===== config.mk =====
export PLATFORM = sky130hd
export DESIGN_NAME = idp_decoder
export DESIGN_NICKNAME = d
export VERILOG_FILES = /design/src/inc/idp_pkg.sv /design/src/design/idp_qtimer.sv /design/src/design/idp_decoder.sv
export SDC_FILE = /design/constraint.sdc
export NUM_CORES = 1
export LEC_CHECK = 0
export ABC_AREA = 1
export BUFFER_PORTS_ARGS = -buffer_cell sky130_fd_sc_hd__buf_2
export CAP_MARGIN = 30
export CORE_MARGIN = 10
export CORE_UTILIZATION = 40
export DETAILED_ROUTE_END_ITERATION = 7
export GPL_TIMING_DRIVEN = 0
export HOLD_SLACK_MARGIN = 0.15
export PLACE_DENSITY = 0.61
export SLEW_MARGIN = 20
export SYNTH_ARGS = -nofsm -noshare
export SYNTH_HDL_FRONTEND = slang
export SYNTH_HIERARCHICAL = 1
export SYNTH_SLANG_ARGS = --single-unit

===== constraint.sdc =====
create_clock -name clk_sys -period 2.7 [get_ports clk_sys]
set_input_delay 0.135 -clock clk_sys [delete_from_list [all_inputs] [get_ports clk_sys]]
set_output_delay 0.135 -clock clk_sys [all_outputs]
set_load 0.05 [all_outputs]

===== src/inc/idp_pkg.sv =====
// Constants and types shared by the 14-bit instruction decoder
package idp_pkg;
    localparam int IDP_IW = 14;
    // Oscillator clocks per instruction cycle
    localparam int IDP_QPC = 4;
    localparam int IDP_FW = 7;
    localparam int IDP_BW = 3;
    localparam int IDP_KW = 8;
    localparam int IDP_D_POS = 7;
    localparam int IDP_B_POS = 7;
    localparam logic [13:0] IDP_NOP_WORD = 14'h0000;
    localparam logic [6:0] IDP_INDF0_ADDR = 7'h00;
    localparam logic [6:0] IDP_INDF1_ADDR = 7'h01;

    // Six-bit prefixes, word bits 13:8
    localparam logic [5:0] IDP_P_ADD = 6'h07;
    localparam logic [5:0] IDP_P_ADDC = 6'h3d;
    localparam logic [5:0] IDP_P_AND = 6'h05;
    localparam logic [5:0] IDP_P_ASR = 6'h37;
    localparam logic [5:0] IDP_P_LSL = 6'h35;
    localparam logic [5:0] IDP_P_LSR = 6'h36;
    localparam logic [5:0] IDP_P_CLR = 6'h01;
    localparam logic [5:0] IDP_P_COM = 6'h09;
    localparam logic [5:0] IDP_P_DEC = 6'h03;
    localparam logic [5:0] IDP_P_INC = 6'h0a;
    localparam logic [5:0] IDP_P_IOR = 6'h04;
    localparam logic [5:0] IDP_P_MOV = 6'h08;
    localparam logic [5:0] IDP_P_STORE = 6'h00;
    localparam logic [5:0] IDP_P_RLC = 6'h0d;
    localparam logic [5:0] IDP_P_RRC = 6'h0c;
    localparam logic [5:0] IDP_P_SUB = 6'h02;
    localparam logic [5:0] IDP_P_SUBB = 6'h3b;
    localparam logic [5:0] IDP_P_SWAP = 6'h0e;
    localparam logic [5:0] IDP_P_XOR = 6'h06;
    localparam logic [5:0] IDP_P_DECSZ = 6'h0b;
    localparam logic [5:0] IDP_P_INCSZ = 6'h0f;
    localparam logic [5:0] IDP_P_ADDL = 6'h3e;
    localparam logic [5:0] IDP_P_ANDL = 6'h39;
    localparam logic [5:0] IDP_P_IORL = 6'h38;
    localparam logic [5:0] IDP_P_SUBL = 6'h3c;
    localparam logic [5:0] IDP_P_XORL = 6'h3a;
    localparam logic [5:0] IDP_P_RETL = 6'h34;
    // Bit group, word bits 13:10
    localparam logic [3:0] IDP_P_BCLR = 4'h4;
    localparam logic [3:0] IDP_P_BSET = 4'h5;
    localparam logic [3:0] IDP_P_BTSC = 4'h6;
    localparam logic [3:0] IDP_P_BTSS = 4'h7;
    // Control group
    localparam logic [2:0] IDP_P_CALL = 3'h4;
    localparam logic [2:0] IDP_P_GOTO = 3'h5;
    localparam logic [4:0] IDP_P_BRA = 5'h19;
    localparam logic [11:0] IDP_P_CLRACC = 12'h040;
    localparam logic [13:0] IDP_W_JMPACC = 14'h000b;
    localparam logic [13:0] IDP_W_CALLACC = 14'h000a;
    localparam logic [13:0] IDP_W_RETI = 14'h0009;
    localparam logic [13:0] IDP_W_RET = 14'h0008;

    // Flag update mask {carry, digit carry, zero}
    localparam logic [2:0] IDP_FLG_NONE = 3'h0;
    localparam logic [2:0] IDP_FLG_Z = 3'h1;
    localparam logic [2:0] IDP_FLG_C = 3'h4;
    localparam logic [2:0] IDP_FLG_CZ = 3'h5;
    localparam logic [2:0] IDP_FLG_CDZ = 3'h7;

    // APB register byte offsets
    localparam logic [11:0] IDP_A_CTRL = 12'h000;
    localparam logic [11:0] IDP_A_STAT = 12'h004;
    localparam logic [11:0] IDP_A_INSTR = 12'h008;
    localparam logic [11:0] IDP_A_CYC = 12'h00c;
    localparam int IDP_RUN_BIT = 0;
    localparam logic IDP_RUN_RST = 1'b1;

    typedef enum logic [1:0] {
        IDP_S_EXEC = 2'b00,
        IDP_S_EXTRA = 2'b01,
        IDP_S_FLUSH = 2'b11
    } idp_state_t;

    // Order matters: the groups are told apart by range
    typedef enum logic [5:0] {
        IDP_NO_OPERATION,
        IDP_ADD_ACC_TO_FILE,
        IDP_ADD_ACC_FILE_WITH_CARRY,
        IDP_AND_ACC_WITH_FILE,
        IDP_ARITH_SHIFT_RIGHT_FILE,
        IDP_LOGIC_SHIFT_LEFT_FILE,
        IDP_LOGIC_SHIFT_RIGHT_FILE,
        IDP_INVERT_FILE_REGISTER,
        IDP_DECREMENT_FILE_REGISTER,
        IDP_INCREMENT_FILE_REGISTER,
        IDP_OR_ACC_WITH_FILE,
        IDP_COPY_FILE_REGISTER,
        IDP_ROTATE_LEFT_VIA_CARRY,
        IDP_ROTATE_RIGHT_VIA_CARRY,
        IDP_FILE_MINUS_ACC,
        IDP_FILE_MINUS_ACC_BORROW,
        IDP_NIBBLE_EXCHANGE_FILE,
        IDP_XOR_ACC_WITH_FILE,
        IDP_DECREMENT_SKIP_ON_ZERO,
        IDP_INCREMENT_SKIP_ON_ZERO,
        IDP_STORE_ACC_TO_FILE,
        IDP_ZERO_FILE_REGISTER,
        IDP_CLEAR_BIT_IN_FILE,
        IDP_SET_BIT_IN_FILE,
        IDP_TEST_BIT_SKIP_WHEN_CLEAR,
        IDP_TEST_BIT_SKIP_WHEN_SET,
        IDP_ZERO_ACCUMULATOR,
        IDP_ADD_LITERAL_TO_ACC,
        IDP_AND_LITERAL_WITH_ACC,
        IDP_OR_LITERAL_WITH_ACC,
        IDP_LITERAL_MINUS_ACC,
        IDP_XOR_LITERAL_WITH_ACC,
        IDP_RETURN_WITH_LITERAL,
        IDP_CALL_ABSOLUTE,
        IDP_SUBROUTINE_CALL_VIA_ACC,
        IDP_JUMP_ABSOLUTE,
        IDP_PC_RELATIVE_JUMP,
        IDP_JUMP_BY_ACC_OFFSET,
        IDP_SUBROUTINE_RETURN,
        IDP_INTERRUPT_RETURN,
        IDP_UNDECODED
    } idp_op_t;
endpackage : idp_pkg


===== src/design/idp_qtimer.sv =====
// Phase counter that splits each instruction cycle into oscillator clocks
`timescale 1ns/1ps
`default_nettype none
module idp_qtimer
    import idp_pkg::*;
#(
    parameter int PHASES = IDP_QPC
) (
    input wire logic clk_sys,
    input wire logic rst_n,
    input wire logic run,
    output logic [1:0] phase_q,
    output logic last_q
);
    logic [1:0] ph_d;
    wire at_end = (phase_q == 2'(PHASES - 1));

    assign ph_d = at_end ? 2'h0 : phase_q + 2'h1;

    // A stopped core freezes mid-cycle; the cycle end is then delayed
    always_ff @(posedge clk_sys or negedge rst_n) begin
        if (!rst_n) begin
            phase_q <= 2'h0;
            last_q <= 1'b0;
        end else if (run) begin
            phase_q <= ph_d;
            last_q <= (ph_d == 2'(PHASES - 1));
        end else begin
            last_q <= 1'b0;
        end
    end
endmodule : idp_qtimer
`default_nettype wire


===== src/design/idp_decoder.sv =====
// Instruction decoder and cycle sequencer with APB status and control
//
// Behaviour
// - One 14-bit word holds opcode and operands
// - Both subroutine calls take two cycles
// - All three returns take two cycles
// - Jumps and taken skips take two cycles
// - Indirect access to program memory adds cycle
// - Instruction cycle is four oscillator clocks
// - File instructions always read before writing
// - Destination bit zero accumulator, one file
// - Seven-bit file address within current bank
// - Add and add-with-carry decode, flags C DC Z
// - Subtract and subtract-borrow decode, flags C DC Z
// - File AND, OR, XOR update zero only
// - Rotates through carry update carry only
// - Clear accumulator ignores two low bits
// - Count-and-skip take two cycles on zero
// - Bit clear and set, three-bit index, no flags
// - Bit tests skip on stated bit value
// - Literal OR, XOR, AND update zero
// - Literal add and subtract update C DC Z
// - Second cycle of two executes as no-op
// - Extra cycle when matching pointer top bit set
//
// The implementer's own choices: the register offsets and the APB register port.
`timescale 1ns/1ps
`default_nettype none
module idp_decoder
    import idp_pkg::*;
(
    input wire logic clk_sys,
    input wire logic rst_n,
    input wire logic psel,
    input wire logic penable,
    input wire logic pwrite,
    input wire logic [11:0] paddr,
    input wire logic [31:0] pwdata,
    output logic [31:0] prdata,
    output logic pready,
    output logic pslverr,
    input wire logic [13:0] instr_word,
    output logic fetch_req_q,
    input wire logic indirect_pointer0_msb,
    input wire logic indirect_pointer1_msb,
    input wire logic alu_zero,
    input wire logic test_bit,
    output idp_op_t op_sel_q,
    output logic [2:0] flag_upd_q,
    output logic dest_file_q,
    output logic [6:0] file_addr_q,
    output logic [2:0] bit_idx_q,
    output logic [7:0] literal_q,
    output logic file_rd_q,
    output logic file_wr_q,
    output logic acc_wr_q,
    output logic nop_cycle_q,
    output logic extra_cycle_q,
    output logic [1:0] cycle_phase_q
);
    idp_state_t st_q;
    idp_state_t st_d;
    idp_op_t op_d;
    logic [2:0] flg_d;
    logic run_q;
    logic [13:0] ir_q;
    logic ind_q;
    logic [31:0] cyc_cnt_q;
    logic [1:0] ph;
    logic cyc_end;

    idp_qtimer #(
        .PHASES(IDP_QPC)
    ) u_qtimer (
        .clk_sys(clk_sys),
        .rst_n(rst_n),
        .run(run_q),
        .phase_q(ph),
        .last_q(cyc_end)
    );

    // Word fields, cut from the incoming word
    wire [5:0] pfx6 = instr_word[13:8];
    wire [3:0] pfx4 = instr_word[13:10];
    wire [2:0] pfx3 = instr_word[13:11];
    wire [4:0] pfx5 = instr_word[13:9];
    wire dbit = instr_word[IDP_D_POS];
    wire [6:0] faddr = instr_word[IDP_FW-1:0];
    wire [2:0] bidx = instr_word[IDP_B_POS+IDP_BW-1:IDP_B_POS];
    wire [7:0] kval = instr_word[IDP_KW-1:0];

    always_comb begin
        op_d = IDP_UNDECODED;
        flg_d = IDP_FLG_NONE;
        if (instr_word == IDP_NOP_WORD) begin
            op_d = IDP_NO_OPERATION;
        end else if (instr_word == IDP_W_RET) begin
            op_d = IDP_SUBROUTINE_RETURN;
        end else if (instr_word == IDP_W_RETI) begin
            op_d = IDP_INTERRUPT_RETURN;
        end else if (instr_word == IDP_W_CALLACC) begin
            op_d = IDP_SUBROUTINE_CALL_VIA_ACC;
        end else if (instr_word == IDP_W_JMPACC) begin
            op_d = IDP_JUMP_BY_ACC_OFFSET;
        end else if (pfx3 == IDP_P_CALL) begin
            op_d = IDP_CALL_ABSOLUTE;
        end else if (pfx3 == IDP_P_GOTO) begin
            op_d = IDP_JUMP_ABSOLUTE;
        end else if (pfx5 == IDP_P_BRA) begin
            op_d = IDP_PC_RELATIVE_JUMP;
        end else if (instr_word[13:2] == IDP_P_CLRACC) begin
            op_d = IDP_ZERO_ACCUMULATOR;
            flg_d = IDP_FLG_Z;
        end else if (pfx6 == IDP_P_CLR && dbit) begin
            op_d = IDP_ZERO_FILE_REGISTER;
            flg_d = IDP_FLG_Z;
        end else if (pfx6 == IDP_P_STORE && dbit) begin
            op_d = IDP_STORE_ACC_TO_FILE;
        end else if (pfx6 == IDP_P_ADD) begin
            op_d = IDP_ADD_ACC_TO_FILE;
            flg_d = IDP_FLG_CDZ;
        end else if (pfx6 == IDP_P_ADDC) begin
            op_d = IDP_ADD_ACC_FILE_WITH_CARRY;
            flg_d = IDP_FLG_CDZ;
        end else if (pfx6 == IDP_P_SUB) begin
            op_d = IDP_FILE_MINUS_ACC;
            flg_d = IDP_FLG_CDZ;
        end else if (pfx6 == IDP_P_SUBB) begin
            op_d = IDP_FILE_MINUS_ACC_BORROW;
            flg_d = IDP_FLG_CDZ;
        end else if (pfx6 == IDP_P_AND) begin
            op_d = IDP_AND_ACC_WITH_FILE;
            flg_d = IDP_FLG_Z;
        end else if (pfx6 == IDP_P_IOR) begin
            op_d = IDP_OR_ACC_WITH_FILE;
            flg_d = IDP_FLG_Z;
        end else if (pfx6 == IDP_P_XOR) begin
            op_d = IDP_XOR_ACC_WITH_FILE;
            flg_d = IDP_FLG_Z;
        end else if (pfx6 == IDP_P_RLC) begin
            op_d = IDP_ROTATE_LEFT_VIA_CARRY;
            flg_d = IDP_FLG_C;
        end else if (pfx6 == IDP_P_RRC) begin
            op_d = IDP_ROTATE_RIGHT_VIA_CARRY;
            flg_d = IDP_FLG_C;
        end else if (pfx6 == IDP_P_ASR) begin
            op_d = IDP_ARITH_SHIFT_RIGHT_FILE;
            flg_d = IDP_FLG_CZ;
        end else if (pfx6 == IDP_P_LSL) begin
            op_d = IDP_LOGIC_SHIFT_LEFT_FILE;
            flg_d = IDP_FLG_CZ;
        end else if (pfx6 == IDP_P_LSR) begin
            op_d = IDP_LOGIC_SHIFT_RIGHT_FILE;
            flg_d = IDP_FLG_CZ;
        end else if (pfx6 == IDP_P_COM) begin
            op_d = IDP_INVERT_FILE_REGISTER;
            flg_d = IDP_FLG_Z;
        end else if (pfx6 == IDP_P_DEC) begin
            op_d = IDP_DECREMENT_FILE_REGISTER;
            flg_d = IDP_FLG_Z;
        end else if (pfx6 == IDP_P_INC) begin
            op_d = IDP_INCREMENT_FILE_REGISTER;
            flg_d = IDP_FLG_Z;
        end else if (pfx6 == IDP_P_MOV) begin
            op_d = IDP_COPY_FILE_REGISTER;
            flg_d = IDP_FLG_Z;
        end else if (pfx6 == IDP_P_SWAP) begin
            op_d = IDP_NIBBLE_EXCHANGE_FILE;
        end else if (pfx6 == IDP_P_DECSZ) begin
            op_d = IDP_DECREMENT_SKIP_ON_ZERO;
        end else if (pfx6 == IDP_P_INCSZ) begin
            op_d = IDP_INCREMENT_SKIP_ON_ZERO;
        end else if (pfx4 == IDP_P_BCLR) begin
            op_d = IDP_CLEAR_BIT_IN_FILE;
        end else if (pfx4 == IDP_P_BSET) begin
            op_d = IDP_SET_BIT_IN_FILE;
        end else if (pfx4 == IDP_P_BTSC) begin
            op_d = IDP_TEST_BIT_SKIP_WHEN_CLEAR;
        end else if (pfx4 == IDP_P_BTSS) begin
            op_d = IDP_TEST_BIT_SKIP_WHEN_SET;
        end else if (pfx6 == IDP_P_IORL) begin
            op_d = IDP_OR_LITERAL_WITH_ACC;
            flg_d = IDP_FLG_Z;
        end else if (pfx6 == IDP_P_XORL) begin
            op_d = IDP_XOR_LITERAL_WITH_ACC;
            flg_d = IDP_FLG_Z;
        end else if (pfx6 == IDP_P_ANDL) begin
            op_d = IDP_AND_LITERAL_WITH_ACC;
            flg_d = IDP_FLG_Z;
        end else if (pfx6 == IDP_P_ADDL) begin
            op_d = IDP_ADD_LITERAL_TO_ACC;
            flg_d = IDP_FLG_CDZ;
        end else if (pfx6 == IDP_P_SUBL) begin
            op_d = IDP_LITERAL_MINUS_ACC;
            flg_d = IDP_FLG_CDZ;
        end else if (pfx6 == IDP_P_RETL) begin
            op_d = IDP_RETURN_WITH_LITERAL;
        end
    end

    // Group membership follows the enum order
    wire d_grp = (op_d >= IDP_ADD_ACC_TO_FILE) && (op_d <= IDP_INCREMENT_SKIP_ON_ZERO);
    wire fix_grp = (op_d >= IDP_STORE_ACC_TO_FILE) && (op_d <= IDP_SET_BIT_IN_FILE);
    wire tst_grp = (op_d == IDP_TEST_BIT_SKIP_WHEN_CLEAR) ||
                   (op_d == IDP_TEST_BIT_SKIP_WHEN_SET);
    wire fop_d = d_grp || fix_grp || tst_grp;
    wire dst_d = d_grp ? dbit : fix_grp;
    wire wres_d = d_grp || fix_grp ||
                  ((op_d >= IDP_ZERO_ACCUMULATOR) && (op_d <= IDP_RETURN_WITH_LITERAL));
    wire ind_d = fop_d && (((faddr == IDP_INDF0_ADDR) && indirect_pointer0_msb) ||
                           ((faddr == IDP_INDF1_ADDR) && indirect_pointer1_msb));

    // State of the latched instruction
    logic fop_q;
    logic wres_q;
    wire two_q = (op_sel_q >= IDP_RETURN_WITH_LITERAL) &&
                 (op_sel_q <= IDP_INTERRUPT_RETURN);
    wire skip_hit = (((op_sel_q == IDP_DECREMENT_SKIP_ON_ZERO) ||
                      (op_sel_q == IDP_INCREMENT_SKIP_ON_ZERO)) && alu_zero) ||
                    ((op_sel_q == IDP_TEST_BIT_SKIP_WHEN_CLEAR) && !test_bit) ||
                    ((op_sel_q == IDP_TEST_BIT_SKIP_WHEN_SET) && test_bit);
    wire exec_last = (st_q == IDP_S_EXTRA) || ((st_q == IDP_S_EXEC) && !ind_q);

    always_comb begin
        st_d = st_q;
        case (st_q)
            IDP_S_EXEC: begin
                if (ind_q) begin
                    st_d = IDP_S_EXTRA;
                end else if (two_q || skip_hit) begin
                    st_d = IDP_S_FLUSH;
                end else begin
                    st_d = IDP_S_EXEC;
                end
            end
            IDP_S_EXTRA: begin
                if (two_q || skip_hit) begin
                    st_d = IDP_S_FLUSH;
                end else begin
                    st_d = IDP_S_EXEC;
                end
            end
            IDP_S_FLUSH: begin
                st_d = IDP_S_EXEC;
            end
            default: begin
                st_d = IDP_S_EXEC;
            end
        endcase
    end

    // A two-cycle instruction drops the prefetched word and runs a no-op
    wire load_new = cyc_end && (st_d == IDP_S_EXEC);
    wire load_nop = cyc_end && (st_d == IDP_S_FLUSH);

    always_ff @(posedge clk_sys or negedge rst_n) begin
        if (!rst_n) begin
            st_q <= IDP_S_EXEC;
        end else if (cyc_end) begin
            st_q <= st_d;
        end
    end

    // On a new word all fields move on the same edge as the opcode group; a flush clears only the group, flag mask, fop_q, wres_q and ind_q
    always_ff @(posedge clk_sys or negedge rst_n) begin
        if (!rst_n) begin
            ir_q <= IDP_NOP_WORD;
            op_sel_q <= IDP_NO_OPERATION;
            flag_upd_q <= IDP_FLG_NONE;
            dest_file_q <= 1'b0;
            file_addr_q <= 7'h00;
            bit_idx_q <= 3'h0;
            literal_q <= 8'h00;
            fop_q <= 1'b0;
            wres_q <= 1'b0;
            ind_q <= 1'b0;
        end else if (load_new) begin
            ir_q <= instr_word;
            op_sel_q <= op_d;
            flag_upd_q <= flg_d;
            dest_file_q <= dst_d;
            file_addr_q <= faddr;
            bit_idx_q <= bidx;
            literal_q <= kval;
            fop_q <= fop_d;
            wres_q <= wres_d;
            ind_q <= ind_d;
        end else if (load_nop) begin
            op_sel_q <= IDP_NO_OPERATION;
            flag_upd_q <= IDP_FLG_NONE;
            fop_q <= 1'b0;
            wres_q <= 1'b0;
            ind_q <= 1'b0;
        end
    end

    // Strobes are registered, so they lag ph by one clock and land in step with cycle_phase_q
    wire rd_d = run_q && (ph == 2'h0) && (st_q == IDP_S_EXEC) && fop_q;
    wire wr_d = run_q && (ph == 2'h2) && exec_last && wres_q;

    always_ff @(posedge clk_sys or negedge rst_n) begin
        if (!rst_n) begin
            file_rd_q <= 1'b0;
            file_wr_q <= 1'b0;
            acc_wr_q <= 1'b0;
            fetch_req_q <= 1'b0;
            nop_cycle_q <= 1'b0;
            extra_cycle_q <= 1'b0;
            cycle_phase_q <= 2'h0;
        end else begin
            file_rd_q <= rd_d;
            file_wr_q <= wr_d && dest_file_q;
            acc_wr_q <= wr_d && !dest_file_q;
            fetch_req_q <= load_new || load_nop;
            if (cyc_end) begin
                nop_cycle_q <= (st_d == IDP_S_FLUSH);
                extra_cycle_q <= (st_d == IDP_S_EXTRA);
            end
            cycle_phase_q <= ph;
        end
    end

    always_ff @(posedge clk_sys or negedge rst_n) begin
        if (!rst_n) begin
            cyc_cnt_q <= 32'h0000_0000;
        end else if (cyc_end) begin
            cyc_cnt_q <= cyc_cnt_q + 32'h0000_0001;
        end
    end

    wire acc_ph = psel && penable && !pready;
    wire hit_ctrl = (paddr == IDP_A_CTRL);
    wire hit_stat = (paddr == IDP_A_STAT);
    wire hit_instr = (paddr == IDP_A_INSTR);
    wire hit_cyc = (paddr == IDP_A_CYC);
    wire addr_ok = hit_ctrl || hit_stat || hit_instr || hit_cyc;
    // Write lands on the edge where the master samples pready high
    wire ctrl_wr = psel && penable && pready && pwrite && hit_ctrl;
    wire [31:0] stat_word = {18'h00000, 2'(op_sel_q >> 4), 4'(op_sel_q),
                             2'h0, nop_cycle_q, ind_q, cycle_phase_q, st_q};
    wire [31:0] rd_mux = hit_ctrl ? {31'h0000_0000, run_q} :
                         hit_stat ? stat_word :
                         hit_instr ? {18'h00000, ir_q} :
                         hit_cyc ? cyc_cnt_q : 32'h0000_0000;

    always_ff @(posedge clk_sys or negedge rst_n) begin
        if (!rst_n) begin
            run_q <= IDP_RUN_RST;
            pready <= 1'b0;
            pslverr <= 1'b0;
            prdata <= 32'h0000_0000;
        end else begin
            if (ctrl_wr) begin
                run_q <= pwdata[IDP_RUN_BIT];
            end
            pready <= acc_ph;
            pslverr <= acc_ph && !addr_ok;
            prdata <= (acc_ph && !pwrite) ? rd_mux : 32'h0000_0000;
        end
    end
endmodule : idp_decoder
`default_nettype wire


==> impl_metrics.toml <==
[clock_network]
clkTransAtPathRegs_ns = 0.07
clock-sinks = 107
ctsHtreeMaxLevel = 3
cts_made_buffers = 9
clkLatencyLatePin_ns = 0.35
clockBufferDepth = 2
root_buffer = "clkbuf_16"
cts_tree = "built"

[global_routing]
overflow = 0
track_usage_pct = 16.5
antenna_found_initial = 0
grt_pass1_wl_mm = 26.0
grt_max_degree = 67
grt_pass1_vias = 5147

[run]
cap_violations = 0

[finish]
antennaDiodeCount = 0
area_delta_synth_final_pct = 22.7
utilization_pct = 49.6
drive_gt1_share_pct = 24.2
fin_nets = 854
fillCellCount = 1379

[setup_path]
crit_path_max_fanout = 8
cp-start-kind = "flip-flop"
setup.worst_path.class = "reg -> reg"
crit_arrival_ns = 2.67
cp-end-kind = "flip-flop"
r2r-end = "flag_upd_q[2]$_DFFE_PN0P_"
r2r_cells = 12
worst-endpoint-required_ns = 2.91
r2r-start = "op_sel_q[0]$_DFFE_PN0P_"
r2r_setup_slack_ns = 0.24

[sta]
timing.setup.tns_ns = 0
hold_viol = 0
slew_viol_final = 0
rsz0062_at_grt = "false"
setup_viol = 0
min_period_ns = 2.46
finalCritPeriodShare_pct = 91.2
tightest_slew_ns = 0.734
fin_worst_skew_ns = 0.00445
fmax_mhz = 406
relSlewSlack_pct = 50.9

[die]
initial_core_util_pct = 40.4
pin_count = 137
core.rowCount = 43
die_w_um = 138
die_y_um = 138
dieArea_um2 = 19000
core-area_um2 = 13800

[pwr]
powerDensity_nw_per_um2 = 778
p_leak_nw = 3.58
ir_drop_mv = 0.762

[min_path]
worst_hold_startpoint = "instr_word[11]"
worstHoldEndpoint = "ir_q[11]$_DFFE_PN0P_"
holdCritPathClass = "in -> reg"
hold_depth = 3

[synthesis]
yosysSeqAreaShare_pct = 48.1
synthTopCellsByCount = "nand2_1 (135), dfrtp_1 (106), inv_1 (79), nor2_1 (55), nand3_1 (46)"
synth_top_area_share_pct = 47.6
ys_ff_latch = 107
synth_enable_flop_cells = 0
yosysWarnings = 6
ys_types = 47
synth.avg_cell_area_um2 = 8.52
yosysTopAreaCell = "dfrtp_1"
syn_inst = 654
synthesis.area_um2 = 5570
synthesis.nets = 724
ys_top_cells_by_area = "dfrtp_1 (48%), nand2_1 (9.1%), inv_1 (5.3%), nand3_1 (4.1%), nor2_1 (3.7%)"
async_flop_share_pct = 100
synth_most_common_cell = "nand2_1"
ys.flop_type = "dfrtp_1"

[routing]
routedWlPerCell_um = 16.3
drt-initial-drc-count = 280
vias_per_cell = 5.00
antenna_left = 0
wirelength_mm = 15.8
drc_errors = 0
first_pass_iters = 6
vias = 4846

[placed_design]
port_buffers = 103
hpwl_mm = 12.4
gp_congestion = 0.868

[status]
status = "finished clean"
-- worst max-delay path: stages (launching register included) --
cell and delay [ns]:
dfrtp_1 0.42, inv_1 0.14, nand2_1 0.06, nand3_1 0.07
o21ai_1 0.07, a32oi_1 0.37, nand2_1 0.13, a21oi_2 0.29
inv_1 0.13, nand2_1 0.23, inv_1 0.21, nand2_1 0.11
o21ai_0 0.08
-- registers in the layout (all words and copies together), names as in the netlist, 2 cells and up --
register / cells
file_addr_q: 6
st_q: 2
op_sel_q: 6
prdata: 32
flag_upd_q: 3
u_qtimer/phase_q: 2
ir_q: 5
cycle_phase_q: 2
bit_idx_q: 2
cyc_cnt_q: 32
-- per-stage QoR --
stage	cells	instance area [um^2]	power, mW	hold slack [ns]	setup slack (ns)
3_3_place_gp	937	6310	3.81	0.359	0.276
2_1_floorplan	654	5570	3.35	-0.161	0.665
4_1_cts	969	6830	5.36	0.150	0.268
5_1_grt	969	6830	5.57	0.172	0.0448
6_report	969	6830	5.32	0.158	0.237
3_5_place_dp	938	6340	3.83	0.0777	0.289
-- final cells by class --
type                            instances  area [um^2]  share of cell area [%]
Buffer                                 32          219                    3.20
Clock buffer                            9          225                    3.30
Clock inverter                          7          114                    1.67
Inverter                               90          340                    4.98
Multi-Input combinational cell        425         2330                    34.1
Sequential cell                       107         2680                    39.2
Tap cell                              180          225                    3.30
Timing Repair Buffer                  119          699                    10.2
-- worst max-delay path by stage --
stage	end	cells after the start	slack (ns)	from
floorplan	flag_upd_q[2]$_DFFE_PN0P_	11	0.66	op_sel_q[3]$_DFFE_PN0P_
global placement	acc_wr_q$_DFF_PN0_	1	0.28	rst_n
detailed placement	flag_upd_q[2]$_DFFE_PN0P_	12	0.29	op_sel_q[0]$_DFFE_PN0P_
CTS	flag_upd_q[2]$_DFFE_PN0P_	12	0.27	op_sel_q[0]$_DFFE_PN0P_
global route	flag_upd_q[2]$_DFFE_PN0P_	12	0.04	op_sel_q[0]$_DFFE_PN0P_
finish	flag_upd_q[2]$_DFFE_PN0P_	12	0.24	op_sel_q[0]$_DFFE_PN0P_
-- metal layers --
| metal | track usage, % | vias to the layer above | wire, um |
|---|---|---|---|
| met5 | 0 | - | 0 |
| met4 | 6.55 | 0 | 447 |
| met3 | 4.76 | 30 | 881 |
| met2 | 28.7 | 143 | 7870 |
| met1 | 18.5 | 2291 | 6550 |
| li1 | - | 2382 | - |
-- what timing repair did --
item	in CTS	in global routing
hold buffers	15	0
hold endpoints to repair	119	0
buffers inserted	0	0
resized for setup	0	0
-- kinds of logic (layout without fill, tap and decap cells) --
group | Yosys count | count (layout) | synth area share, %
simple gates | 323 | 323 | 28.5
buf+inv | 122 | 257 | 10.0
flops | 107 | 107 | 48.1
compound gates | 71 | 71 | 8.27
xor+xnor | 28 | 28 | 4.40
fa+ha+maj | 3 | 3 | 0.674
-- power by group --
| part | total [mW] | internal [mW] | switching (mW) |
|---|---|---|---|
| Combinational | 1.74 | 0.493 | 1.25 |
| Clock | 1.50 | 0.905 | 0.593 |
| Sequential | 2.08 | 1.83 | 0.245 |
| Total | 5.32 | 3.23 | 2.09 |
-- cells in the final DEF, fill, tap and decap left out, types with 4 or more instances in the layout --
cell type | netlist | final
xor2_1 | 21 | 21
a21oi_1 | 16 | 16
nor2_4 | 4 | 4
clkbuf_1 | 6 | 6
a211oi_1 | 6 | 6
nor2_1 | 55 | 55
inv_2 | 10 | 10
inv_1 | 79 | 79
dfrtp_1 | 106 | 106
nor2_2 | 6 | 6
o21ai_0 | 25 | 25
dlygate4sd3_1 | 0 | 15
nand2_1 | 135 | 135
xnor2_1 | 7 | 7
buf_6 | 3 | 4
clkbuf_16 | 0 | 9
nand4_1 | 14 | 14
nand2_2 | 4 | 4
buf_2 | 4 | 106
a221oi_1 | 6 | 6
nor3_1 | 37 | 37
buf_4 | 19 | 19
nand3_1 | 46 | 46
(Power assumes the default switching activity.)
